<file path="src/shared/vic_defines.vh">
// constants for the video-input configuration register bank
// assumes an upstream serial front end that delivers decoded page accesses
// ----------------------------------------------------------------------
// Operation
// ----------------------------------------------------------------------
// Operation
// - a rising cable-sense edge seen while sync is valid or 0x05 bit 4 is set sets the plug flag, bit 1 of cable_plug_interrupt_flag
// - writing one clears the plug flag; writing zero leaves it alone
// - soft_and_sync_interrupt_enable bit 5 soft interrupt enable, bit 3 sync-found enable, reset zero
// - unplug_interrupt_enable bit 0 enables the cable-removed interrupt, reset zero; the bank only stores it, irq_q is the plug flag gated by plug_interrupt_enable
// - plug_interrupt_enable bit 1 enables the cable-inserted interrupt, reset zero
// - input_termination_control bits 4:2 pick termination trim 65 to 45 ohms, reset 010
// - input_termination_control bits 1:0 pick termination style 50, dual, 3k, open; reset 00
// - sync_invert_color_standard bit 7 inverts vertical sync, bit 6 horizontal sync
// - sync_invert_color_standard bit 2 picks yuv-to-rgb standard, zero 601, one 709
// - sync_invert_color_standard bit 0 picks rgb-to-yuv standard, zero 601, one 709
// - yuv_to_rgb_enable bit 2 turns yuv-to-rgb conversion on, reset zero
// - rgb_to_yuv_and_resample_enable bit 3 turns rgb-to-yuv conversion on, reset zero
// - rgb_to_yuv_and_resample_enable bit 2 turns the 4:2:2 to 4:4:4 upsampler on
// - rgb_to_yuv_and_resample_enable bit 1 turns the 4:4:4 to 4:2:2 downsampler on
// - clock_ratio_control bits 7:6 divide output clock by 1, 2 or 4; reset 00
// - clock_ratio_control bits 5:4 declare input pixel replication 1x, 2x or 4x
// - hotplug_output_value bit 0 sets the level driven on the hot-plug pin
// - hotplug_output_enable bit 0 hands hot-plug pin control to the value register
// - 256-byte read/write id memory at 0xFE and on the display channel
// - pages answer at 0x64 or 0x66, 0xA0 video, 0xF0 hot-plug
// - with 0x05 bit 4 set, input logic resets while sync is invalid
`ifndef VIC_DEFINES_VH
`define VIC_DEFINES_VH

// ----------------------------------------------------------------------
// page device addresses (8-bit form, read/write bit zero)
// ----------------------------------------------------------------------
`define VIC_PG_AON_A 8'h60
`define VIC_PG_AON_B 8'h62
`define VIC_PG_PHY_A 8'h64
`define VIC_PG_PHY_B 8'h66
`define VIC_PG_VIDEO 8'hA0
`define VIC_PG_HOTPLUG 8'hF0
`define VIC_PG_IDMEM 8'hFE

// ----------------------------------------------------------------------
// register offsets
// ----------------------------------------------------------------------
`define VIC_OFS_AUTO_RST 8'h05
`define VIC_OFS_PLUG_FLAG 8'h83
`define VIC_OFS_SOFT_SYNC_EN 8'h90
`define VIC_OFS_UNPLUG_EN 8'h91
`define VIC_OFS_PLUG_EN 8'h93
`define VIC_OFS_TERM 8'h82
`define VIC_OFS_SYNC_STD 8'h48
`define VIC_OFS_Y2R_EN 8'h49
`define VIC_OFS_R2Y_EN 8'h4A
`define VIC_OFS_CLK_RATIO 8'hBC
`define VIC_OFS_HP_VALUE 8'hE9
`define VIC_OFS_HP_ENABLE 8'hEA

// ----------------------------------------------------------------------
// field positions
// ----------------------------------------------------------------------
`define VIC_B_AUTO_RST 4
`define VIC_B_PLUG_FLAG 1
`define VIC_B_SOFT_EN 5
`define VIC_B_SYNC_EN 3
`define VIC_B_UNPLUG_EN 0
`define VIC_B_PLUG_EN 1
`define VIC_F_TRIM_HI 4
`define VIC_F_TRIM_LO 2
`define VIC_F_TSEL_HI 1
`define VIC_F_TSEL_LO 0
`define VIC_B_VINV 7
`define VIC_B_HINV 6
`define VIC_B_Y2R_STD 2
`define VIC_B_R2Y_STD 0
`define VIC_B_Y2R_ON 2
`define VIC_B_R2Y_ON 3
`define VIC_B_UPS_ON 2
`define VIC_B_DNS_ON 1
`define VIC_F_ODIV_HI 7
`define VIC_F_ODIV_LO 6
`define VIC_F_REP_HI 5
`define VIC_F_REP_LO 4
`define VIC_B_HP_BIT 0

// ----------------------------------------------------------------------
// reset values and fixed read fields
// ----------------------------------------------------------------------
`define VIC_RST_AUTO_RST 1'b1
`define VIC_RST_TRIM 3'h2
`define VIC_RST_TSEL 2'h0
`define VIC_RST_RATIO 2'h0
`define VIC_RATIO_LOW_NIB 4'h4
`define VIC_ID_BYTES 256

`endif

</file>
<file path="src/vic_regs.v">
// video-input configuration and status register bank
// assumes a serial front end hands over one decoded access per request
// pulse (page address, offset, data) and waits for the ack; the display
// channel front end does the same for the id memory; sync and cable
// inputs arrive from pins and are synchronised here
`include "vic_defines.vh"

module vic_regs #(
  parameter ID_DEPTH = `VIC_ID_BYTES
) (
  input wire clk,
  input wire rst_b,
  // local host page access
  input wire host_req,
  input wire host_wr,
  input wire [7:0] host_dev_addr,
  input wire [7:0] host_offset,
  input wire [7:0] host_wdata,
  output reg host_ack_q,
  output reg host_hit_q,
  output reg [7:0] host_rdata_q,
  // display data channel access to the id memory
  input wire ddc_req,
  input wire ddc_wr,
  input wire [7:0] ddc_offset,
  input wire [7:0] ddc_wdata,
  output reg ddc_ack_q,
  output reg [7:0] ddc_rdata_q,
  // pins and receiver status
  input wire cable_sense_input,
  input wire sync_valid,
  input wire vsync_in,
  input wire hsync_in,
  output reg vsync_out_q,
  output reg hsync_out_q,
  output reg hotplug_out_q,
  output reg hotplug_oe_q,
  output reg irq_q,
  output reg input_soft_reset_q,
  // configuration seen by the datapath
  output reg [2:0] termination_trim_q,
  output reg [1:0] termination_select_q,
  output reg yuv_to_rgb_standard_q,
  output reg rgb_to_yuv_standard_q,
  output reg yuv_to_rgb_on_q,
  output reg rgb_to_yuv_on_q,
  output reg upsample_on_q,
  output reg downsample_on_q,
  output reg [1:0] output_clock_divider_q,
  output reg [1:0] input_replication_ratio_q,
  output reg out_clk_en_q,
  output reg pixel_take_q
);

  // --------------------------------------------------------------------
  // input synchronisers
  // --------------------------------------------------------------------
  reg [1:0] sense_sync_q;
  reg [1:0] valid_sync_q;
  reg [1:0] vs_sync_q;
  reg [1:0] hs_sync_q;
  reg sense_prev_q;

  always @(posedge clk or negedge rst_b) begin
    if (!rst_b) begin
      sense_sync_q <= 2'h0;
      valid_sync_q <= 2'h0;
      vs_sync_q <= 2'h0;
      hs_sync_q <= 2'h0;
      sense_prev_q <= 1'b0;
    end else begin
      sense_sync_q <= {sense_sync_q[0], cable_sense_input};
      valid_sync_q <= {valid_sync_q[0], sync_valid};
      vs_sync_q <= {vs_sync_q[0], vsync_in};
      hs_sync_q <= {hs_sync_q[0], hsync_in};
      sense_prev_q <= sense_sync_q[1];
    end
  end

  wire sense_s = sense_sync_q[1];
  wire valid_s = valid_sync_q[1];

  // --------------------------------------------------------------------
  // page and offset decode
  // --------------------------------------------------------------------
  reg pg_aon;
  reg pg_phy;
  reg pg_video;
  reg pg_hp;
  reg pg_mem;

  always @* begin
    pg_aon = 1'b0;
    pg_phy = 1'b0;
    pg_video = 1'b0;
    pg_hp = 1'b0;
    pg_mem = 1'b0;
    if (host_dev_addr == `VIC_PG_AON_A || host_dev_addr == `VIC_PG_AON_B) begin
      pg_aon = 1'b1;
    end else if (host_dev_addr == `VIC_PG_PHY_A ||
                 host_dev_addr == `VIC_PG_PHY_B) begin
      pg_phy = 1'b1;
    end else if (host_dev_addr == `VIC_PG_VIDEO) begin
      pg_video = 1'b1;
    end else if (host_dev_addr == `VIC_PG_HOTPLUG) begin
      pg_hp = 1'b1;
    end else if (host_dev_addr == `VIC_PG_IDMEM) begin
      pg_mem = 1'b1;
    end
  end

  wire page_hit = pg_aon | pg_phy | pg_video | pg_hp | pg_mem;
  wire host_w = host_req & host_wr;
  wire wr_aon = host_w & pg_aon & (host_offset == `VIC_OFS_AUTO_RST);
  wire wr_flag = host_w & pg_phy & (host_offset == `VIC_OFS_PLUG_FLAG);
  wire wr_soft = host_w & pg_phy & (host_offset == `VIC_OFS_SOFT_SYNC_EN);
  wire wr_unpl = host_w & pg_phy & (host_offset == `VIC_OFS_UNPLUG_EN);
  wire wr_plen = host_w & pg_phy & (host_offset == `VIC_OFS_PLUG_EN);
  wire wr_term = host_w & pg_phy & (host_offset == `VIC_OFS_TERM);
  wire wr_sstd = host_w & pg_video & (host_offset == `VIC_OFS_SYNC_STD);
  wire wr_y2r = host_w & pg_video & (host_offset == `VIC_OFS_Y2R_EN);
  wire wr_r2y = host_w & pg_video & (host_offset == `VIC_OFS_R2Y_EN);
  wire wr_ratio = host_w & pg_video & (host_offset == `VIC_OFS_CLK_RATIO);
  wire wr_hpv = host_w & pg_hp & (host_offset == `VIC_OFS_HP_VALUE);
  wire wr_hpe = host_w & pg_hp & (host_offset == `VIC_OFS_HP_ENABLE);
  wire wr_mem = host_w & pg_mem;

  // --------------------------------------------------------------------
  // control registers
  // --------------------------------------------------------------------
  reg auto_soft_reset_q;
  reg soft_interrupt_enable_q;
  reg sync_found_irq_enable_q;
  reg cable_removed_irq_enable_q;
  reg cable_inserted_irq_enable_q;
  reg vsync_invert_q;
  reg hsync_invert_q;
  reg hotplug_drive_value_q;
  reg hotplug_drive_enable_q;

  always @(posedge clk or negedge rst_b) begin
    if (!rst_b) begin
      auto_soft_reset_q <= `VIC_RST_AUTO_RST;
      soft_interrupt_enable_q <= 1'b0;
      sync_found_irq_enable_q <= 1'b0;
      cable_removed_irq_enable_q <= 1'b0;
      cable_inserted_irq_enable_q <= 1'b0;
      termination_trim_q <= `VIC_RST_TRIM;
      termination_select_q <= `VIC_RST_TSEL;
      vsync_invert_q <= 1'b0;
      hsync_invert_q <= 1'b0;
      yuv_to_rgb_standard_q <= 1'b0;
      rgb_to_yuv_standard_q <= 1'b0;
      yuv_to_rgb_on_q <= 1'b0;
      rgb_to_yuv_on_q <= 1'b0;
      upsample_on_q <= 1'b0;
      downsample_on_q <= 1'b0;
      output_clock_divider_q <= `VIC_RST_RATIO;
      input_replication_ratio_q <= `VIC_RST_RATIO;
      hotplug_drive_value_q <= 1'b0;
      hotplug_drive_enable_q <= 1'b0;
    end else begin
      if (wr_aon) begin
        auto_soft_reset_q <= host_wdata[`VIC_B_AUTO_RST];
      end
      if (wr_soft) begin
        soft_interrupt_enable_q <= host_wdata[`VIC_B_SOFT_EN];
        sync_found_irq_enable_q <= host_wdata[`VIC_B_SYNC_EN];
      end
      if (wr_unpl) begin
        cable_removed_irq_enable_q <= host_wdata[`VIC_B_UNPLUG_EN];
      end
      if (wr_plen) begin
        cable_inserted_irq_enable_q <= host_wdata[`VIC_B_PLUG_EN];
      end
      if (wr_term) begin
        // unused trim codes are stored as written; the analog side owns them
        termination_trim_q <=
          host_wdata[`VIC_F_TRIM_HI:`VIC_F_TRIM_LO];
        termination_select_q <=
          host_wdata[`VIC_F_TSEL_HI:`VIC_F_TSEL_LO];
      end
      if (wr_sstd) begin
        vsync_invert_q <= host_wdata[`VIC_B_VINV];
        hsync_invert_q <= host_wdata[`VIC_B_HINV];
        yuv_to_rgb_standard_q <= host_wdata[`VIC_B_Y2R_STD];
        rgb_to_yuv_standard_q <= host_wdata[`VIC_B_R2Y_STD];
      end
      if (wr_y2r) begin
        yuv_to_rgb_on_q <= host_wdata[`VIC_B_Y2R_ON];
      end
      if (wr_r2y) begin
        rgb_to_yuv_on_q <= host_wdata[`VIC_B_R2Y_ON];
        upsample_on_q <= host_wdata[`VIC_B_UPS_ON];
        downsample_on_q <= host_wdata[`VIC_B_DNS_ON];
      end
      if (wr_ratio) begin
        output_clock_divider_q <=
          host_wdata[`VIC_F_ODIV_HI:`VIC_F_ODIV_LO];
        input_replication_ratio_q <=
          host_wdata[`VIC_F_REP_HI:`VIC_F_REP_LO];
      end
      if (wr_hpv) begin
        hotplug_drive_value_q <= host_wdata[`VIC_B_HP_BIT];
      end
      if (wr_hpe) begin
        hotplug_drive_enable_q <= host_wdata[`VIC_B_HP_BIT];
      end
    end
  end

  // --------------------------------------------------------------------
  // cable plug flag
  // --------------------------------------------------------------------
  // without auto soft reset the input logic stalls when sync is lost, so
  // edges are only seen while sync is valid or auto reset is on
  reg cable_plug_flag_q;
  wire detect_live = valid_s | auto_soft_reset_q;
  wire plug_rise = sense_s & ~sense_prev_q & detect_live;
  wire plug_clear = wr_flag & host_wdata[`VIC_B_PLUG_FLAG];

  always @(posedge clk or negedge rst_b) begin
    if (!rst_b) begin
      cable_plug_flag_q <= 1'b0;
    end else begin
      // a new edge in the clearing cycle wins over the clear
      cable_plug_flag_q <= plug_rise | (cable_plug_flag_q & ~plug_clear);
    end
  end

  // --------------------------------------------------------------------
  // pin-side outputs
  // --------------------------------------------------------------------
  wire soft_reset_now = auto_soft_reset_q & ~valid_s;

  always @(posedge clk or negedge rst_b) begin
    if (!rst_b) begin
      input_soft_reset_q <= 1'b0;
      vsync_out_q <= 1'b0;
      hsync_out_q <= 1'b0;
      hotplug_out_q <= 1'b0;
      hotplug_oe_q <= 1'b0;
      irq_q <= 1'b0;
    end else begin
      input_soft_reset_q <= soft_reset_now;
      if (soft_reset_now) begin
        vsync_out_q <= 1'b0;
        hsync_out_q <= 1'b0;
      end else begin
        vsync_out_q <= vs_sync_q[1] ^ vsync_invert_q;
        hsync_out_q <= hs_sync_q[1] ^ hsync_invert_q;
      end
      hotplug_out_q <= hotplug_drive_value_q;
      hotplug_oe_q <= hotplug_drive_enable_q;
      irq_q <= cable_plug_flag_q & cable_inserted_irq_enable_q;
    end
  end

  // --------------------------------------------------------------------
  // output clock divider and pixel replication enables
  // --------------------------------------------------------------------
  // both rates are enable pulses on clk; code 10 is unused and runs as 1x
  reg [1:0] div_cnt_q;
  reg [1:0] rep_cnt_q;
  reg [1:0] div_last;
  reg [1:0] rep_last;

  always @* begin
    div_last = 2'h0;
    rep_last = 2'h0;
    if (output_clock_divider_q == 2'h1) begin
      div_last = 2'h1;
    end else if (output_clock_divider_q == 2'h3) begin
      div_last = 2'h3;
    end
    if (input_replication_ratio_q == 2'h1) begin
      rep_last = 2'h1;
    end else if (input_replication_ratio_q == 2'h3) begin
      rep_last = 2'h3;
    end
  end

  always @(posedge clk or negedge rst_b) begin
    if (!rst_b) begin
      div_cnt_q <= 2'h0;
      rep_cnt_q <= 2'h0;
      out_clk_en_q <= 1'b0;
      pixel_take_q <= 1'b0;
    end else if (soft_reset_now) begin
      div_cnt_q <= 2'h0;
      rep_cnt_q <= 2'h0;
      out_clk_en_q <= 1'b0;
      pixel_take_q <= 1'b0;
    end else begin
      out_clk_en_q <= (div_cnt_q >= div_last);
      pixel_take_q <= (rep_cnt_q >= rep_last);
      div_cnt_q <= (div_cnt_q >= div_last) ? 2'h0 : div_cnt_q + 2'h1;
      rep_cnt_q <= (rep_cnt_q >= rep_last) ? 2'h0 : rep_cnt_q + 2'h1;
    end
  end

  // --------------------------------------------------------------------
  // display id memory
  // --------------------------------------------------------------------
  // no reset: content is undefined until written; a same-cycle write from
  // both channels lets the local host win
  reg [7:0] id_mem [0:ID_DEPTH-1];

  always @(posedge clk) begin
    if (wr_mem) begin
      id_mem[host_offset] <= host_wdata;
    end else if (ddc_req && ddc_wr) begin
      id_mem[ddc_offset] <= ddc_wdata;
    end
  end

  // --------------------------------------------------------------------
  // read data
  // --------------------------------------------------------------------
  reg [7:0] rd_mux;

  always @* begin
    rd_mux = 8'h00;
    if (pg_mem) begin
      rd_mux = id_mem[host_offset];
    end else if (pg_aon && host_offset == `VIC_OFS_AUTO_RST) begin
      rd_mux[`VIC_B_AUTO_RST] = auto_soft_reset_q;
    end else if (pg_phy && host_offset == `VIC_OFS_PLUG_FLAG) begin
      rd_mux[`VIC_B_PLUG_FLAG] = cable_plug_flag_q;
    end else if (pg_phy && host_offset == `VIC_OFS_SOFT_SYNC_EN) begin
      rd_mux[`VIC_B_SOFT_EN] = soft_interrupt_enable_q;
      rd_mux[`VIC_B_SYNC_EN] = sync_found_irq_enable_q;
    end else if (pg_phy && host_offset == `VIC_OFS_UNPLUG_EN) begin
      rd_mux[`VIC_B_UNPLUG_EN] = cable_removed_irq_enable_q;
    end else if (pg_phy && host_offset == `VIC_OFS_PLUG_EN) begin
      rd_mux[`VIC_B_PLUG_EN] = cable_inserted_irq_enable_q;
    end else if (pg_phy && host_offset == `VIC_OFS_TERM) begin
      rd_mux[`VIC_F_TRIM_HI:`VIC_F_TRIM_LO] = termination_trim_q;
      rd_mux[`VIC_F_TSEL_HI:`VIC_F_TSEL_LO] = termination_select_q;
    end else if (pg_video && host_offset == `VIC_OFS_SYNC_STD) begin
      rd_mux[`VIC_B_VINV] = vsync_invert_q;
      rd_mux[`VIC_B_HINV] = hsync_invert_q;
      rd_mux[`VIC_B_Y2R_STD] = yuv_to_rgb_standard_q;
      rd_mux[`VIC_B_R2Y_STD] = rgb_to_yuv_standard_q;
    end else if (pg_video && host_offset == `VIC_OFS_Y2R_EN) begin
      rd_mux[`VIC_B_Y2R_ON] = yuv_to_rgb_on_q;
    end else if (pg_video && host_offset == `VIC_OFS_R2Y_EN) begin
      rd_mux[`VIC_B_R2Y_ON] = rgb_to_yuv_on_q;
      rd_mux[`VIC_B_UPS_ON] = upsample_on_q;
      rd_mux[`VIC_B_DNS_ON] = downsample_on_q;
    end else if (pg_video && host_offset == `VIC_OFS_CLK_RATIO) begin
      rd_mux = {output_clock_divider_q, input_replication_ratio_q,
                `VIC_RATIO_LOW_NIB};
    end else if (pg_hp && host_offset == `VIC_OFS_HP_VALUE) begin
      rd_mux[`VIC_B_HP_BIT] = hotplug_drive_value_q;
    end else if (pg_hp && host_offset == `VIC_OFS_HP_ENABLE) begin
      rd_mux[`VIC_B_HP_BIT] = hotplug_drive_enable_q;
    end
  end

  // --------------------------------------------------------------------
  // access answers
  // --------------------------------------------------------------------
  // every request is answered next cycle; a missed page shows only as hit
  // low so the front end can refuse the address on the wire
  always @(posedge clk or negedge rst_b) begin
    if (!rst_b) begin
      host_ack_q <= 1'b0;
      host_hit_q <= 1'b0;
      host_rdata_q <= 8'h00;
      ddc_ack_q <= 1'b0;
      ddc_rdata_q <= 8'h00;
    end else begin
      host_ack_q <= host_req;
      host_hit_q <= host_req & page_hit;
      if (host_req && !host_wr) begin
        host_rdata_q <= rd_mux;
      end
      ddc_ack_q <= ddc_req;
      if (ddc_req && !ddc_wr) begin
        ddc_rdata_q <= id_mem[ddc_offset];
      end
    end
  end

endmodule

</file>
<file path="config.mk">
export PLATFORM = sky130hd
export DESIGN_NAME = vic_regs
export DESIGN_NICKNAME = d
export VERILOG_FILES = /design/src/vic_regs.v
export VERILOG_INCLUDE_DIRS = /design/src /design/src/shared
export SDC_FILE = /design/constraint.sdc
export NUM_CORES = 2
export LEC_CHECK = 0
export CORE_ASPECT_RATIO = 0.6
export CORE_UTILIZATION = 30
export DETAILED_ROUTE_END_ITERATION = 8
export DONT_BUFFER_PORTS = 1
export PLACE_DENSITY = 0.52
export SYNTH_ARGS = -nofsm -noshare
export SYNTH_HDL_FRONTEND = slang
export SYNTH_SLANG_ARGS = --single-unit
</file>
<file path="constraint.sdc">
create_clock -name clk -period 2.8 [get_ports clk]
set_input_delay 0.56 -clock clk [delete_from_list [all_inputs] [get_ports clk]]
set_output_delay 0.56 -clock clk [all_outputs]
set_load 0.01 [all_outputs]
</file>
==> flow_summary.yaml <==
run_status:
  status: "finished with violations"
  violations: "slew limit, setup timing"
logic_synthesis:
  ys_types: 61
  synthArstFlopShare_pct: 3.08
  synth_top_area_share_pct: 62.9
  synthFlopType: "edfxtp_1"
  syn_avg_cell_area_um2: 20.7
  synth_area_leaders: "edfxtp_1 63%, mux4_2 28%, dfrtp_1 1.6%"
  ys.warnings.count: 0
  synth.largest_area_cell: "edfxtp_1"
  synthesis.nets: 4782
  synth_seq_cells: 2113
  syn-cell-area_um2: 97800
  yosysSeqAreaShare_pct: 64.5
  netlist_instances: 4728
  synth-edff-count: 2048
sta:
  setup_slack_ps: -540
  worst_pin_slew_ps: 2180
  holdWs_ps: 16.5
  slew-limit-headroom_pct: -45.5
  fin_worst_skew_ps: 44.0
  fin_crit_ps: 3340
  finalSetupViolCount: 138
  max_freq_ghz: 0.299
  fin_crit_sh_pct: 119
  slew_viol_final: 349
  finalHoldViolCount: 0
drt:
  drc: 0
  wl_met3_mm: 53.6
  drt-initial-drc-count: 8745
  wl_met1_mm: 165
  viasPerCell: 5.98
  drt-pass1-iter-count: 5
  via_count: 58363
  dr_wl_met2_mm: 149
  wl_per_cell_um: 38.5
  ant_nets: 0
  routed_wl_mm: 376
  top_layer: "met5"
die:
  die_area_um2: 329000
  rows: 162
  initial_utilization_pct: 30.2
  fp.dieH_um: 444
  ios: 92
  core_um2: 325000
  fp.dieW_um: 739
setup_path:
  critPathSlowestCell: "mux4_2"
  cp-end-kind: "register"
  reg2reg_from: "id_mem[215][7]"
  startpoint_type: "input pin"
  r2r_cells: 10
  r2r_slack_ps: 40
  cp_data_arrival_time_ps: 4100
  reg2reg_to: "host_rdata_q[7]"
  crit_fanout: 509
  worstPathRequired_ps: 3560
  critPathMaxStageDelay_ps: 840
  worstSetupPathType: "input pin to register"
  crit_chain: "mux4_2 -> a22oi_1 -> a21oi_2 -> buf_12 -> o41ai_1 -> nand4_1 -> nand2_1 -> a21oi_1"
global_routing:
  track_usage_pct: 22.3
  grt_max_degree: 510
  grt_pass1_vias: 56174
  antenna_found_initial: 24
  grt_pass1_wl_mm: 506
  overflow: 0
final_layout:
  drive_gt1_share_pct: 46.4
  syn_to_final_growth_pct: 22.3
  finalNetCount: 5311
cts:
  cts.htree.levels: 4
  cts_sinks: 2113
  cts_root_buf: "clkbuf_16"
  cts_tree: "built"
  cts_inserted_buffers: 200
  clkTransAtPathRegs_ps: 70
  cts_buffer_depth: 4
  clk_latency_ps: 880
min_path:
  worst_hold_path.endpoint: "ddc_rdata_q[6]"
  holdCritPathClass: "input pin to register"
  hold_depth: 3
  min_from: "ddc_offset[5]"
placed_design:
  io_buffer_count: 0
  place.gp.congestion: 0.894
  post-dp-hpwl_mm: 232
pwr:
  power_uw: 69800
  vdd_ir_drop_max_uv: 507
  p_leak_uw: 0.0369
  powerDensity_nw_per_um2: 584
run:
  maxCapViolCount: 0
[cells in the final DEF (no fill, tap or decap), drive strengths merged, types with 25 or more instances in the layout]
master       instances
a21oi               91
a22oi              177
buf                673
clkbuf             249
clkinv              83
dfrtp               63
dlygate4sd3         25
edfxtp            2048
mux2                37
mux2i               33
mux4              1196
nand2               70
nand3               25
nor2               309
nor3                28
nor4                30
[area by class of cell]
cell class,instances,area (µm²)
diodes,9,22.5
clock buffers,241,5270
clock inverters,116,1110
fillers,29288,205000
inverters,12,47.5
multi-input cells,2213,35100
flip-flops and latches,2113,63100
well taps,4346,5440
repair buffers,717,9580
[cell usage after synthesis, drive strengths merged, types with 3 or more instances]
| cell | n |
|---|---|
| o31ai | 6 |
| o21bai | 8 |
| a2111oi | 11 |
| and2 | 9 |
| o211a | 3 |
| nor2b | 16 |
| a21oi | 91 |
| nand3 | 25 |
| nand2b | 20 |
| nor3 | 28 |
| nor4 | 30 |
| nand2 | 70 |
| nor2 | 309 |
| a21boi | 8 |
| o41ai | 15 |
| mux2i | 33 |
| buf | 189 |
| o21ai | 23 |
| edfxtp | 2048 |
| a221oi | 5 |
| clkbuf | 201 |
| a22oi | 177 |
| ha | 4 |
| a211oi | 4 |
| nand3b | 3 |
| xnor2 | 4 |
| inv | 9 |
| mux4 | 1196 |
| mux2 | 37 |
| clkinv | 3 |
| a31oi | 23 |
| o22ai | 23 |
| nand4 | 9 |
| dfrtp | 63 |
[timing repair]
action,4_1_cts,5_1_grt
pin swaps,1,3
hold endpoints to repair,110,0
buffers inserted,0,1
gates resized for setup,43,38
hold buffers,26,0
endpoints found under the setup margin,1391,32
gates cloned,27,8
[how the worst max path moves through the flow]
stage                     slack, ps  cells after the start           start               to
after floorplan                -100                      7  host_offset[3]   id_mem[220][0]
after global placement        -2590                     11   ddc_offset[1]   ddc_rdata_q[0]
after detailed placement      -2580                      8  host_offset[0]  host_rdata_q[1]
after CTS                       -50                     10  host_offset[0]  host_rdata_q[6]
after global routing            -30                      7  host_offset[1]    id_mem[20][1]
final                          -540                      8  host_offset[1]  host_rdata_q[6]
[per-layer routing]
layer | global-route usage (%) | up-vias
met4 | 3.93 | 10
met2 | 29.3 | 3701
li1 | - | 21858
met1 | 34.6 | 32363
met3 | 9.01 | 431
met5 | 0 | -
[logic make-up after synthesis]
kind of cell,synth area share [%]
buf+inv,1.87
mux,28.3
compound gates,2.86
simple gates,2.37
fa+ha+maj,0.0512
xor+xnor,0.0448
flops,64.5
[critical path: cells and delay by family]
| family | cells | cell delay, ps |
|---|---|---|
| AO/OA/AOI/OAI | 4 | 960 |
| multiplexers | 1 | 840 |
| AND/OR/NAND/NOR | 2 | 520 |
| buffers and inverters | 1 | 170 |
[power breakdown]
part	switching (µW)	leakage, µW	internal [µW]	total [µW]
combinational	3920	0.0146	2830	6750
sequential	162	0.0192	35000	35100
clock	12600	0.00311	15300	28000
[through the flow]
| step | cell area, µm² | setup WS, ps | TNS [ps] | instances | util [%] |
|---|---|---|---|---|---|
| floorplan | 100000 | -104 | -117600 | 4728 | - |
| global placement | 111000 | -2590 | -1726480 | 9336 | 34.3 |
| detailed placement | 112000 | -2580 | -2171820 | 9345 | 34.4 |
| CTS | 119000 | -46.1 | -108 | 9755 | 36.8 |
| global route | 120000 | -29.8 | -332 | 9758 | 36.9 |
| finish | 120000 | -540 | -16740 | 9767 | 36.9 |
[flip-flops by register name, summed over array words and instances, names as in the netlist, 3 cells and up]
| signal | flops |
|---|---|
| ddc_rdata_q | 8 |
| host_rdata_q | 8 |
| id_mem | 2048 |
| termination_trim_q | 3 |
No activity file was read; power rests on OpenSTA's default activity.
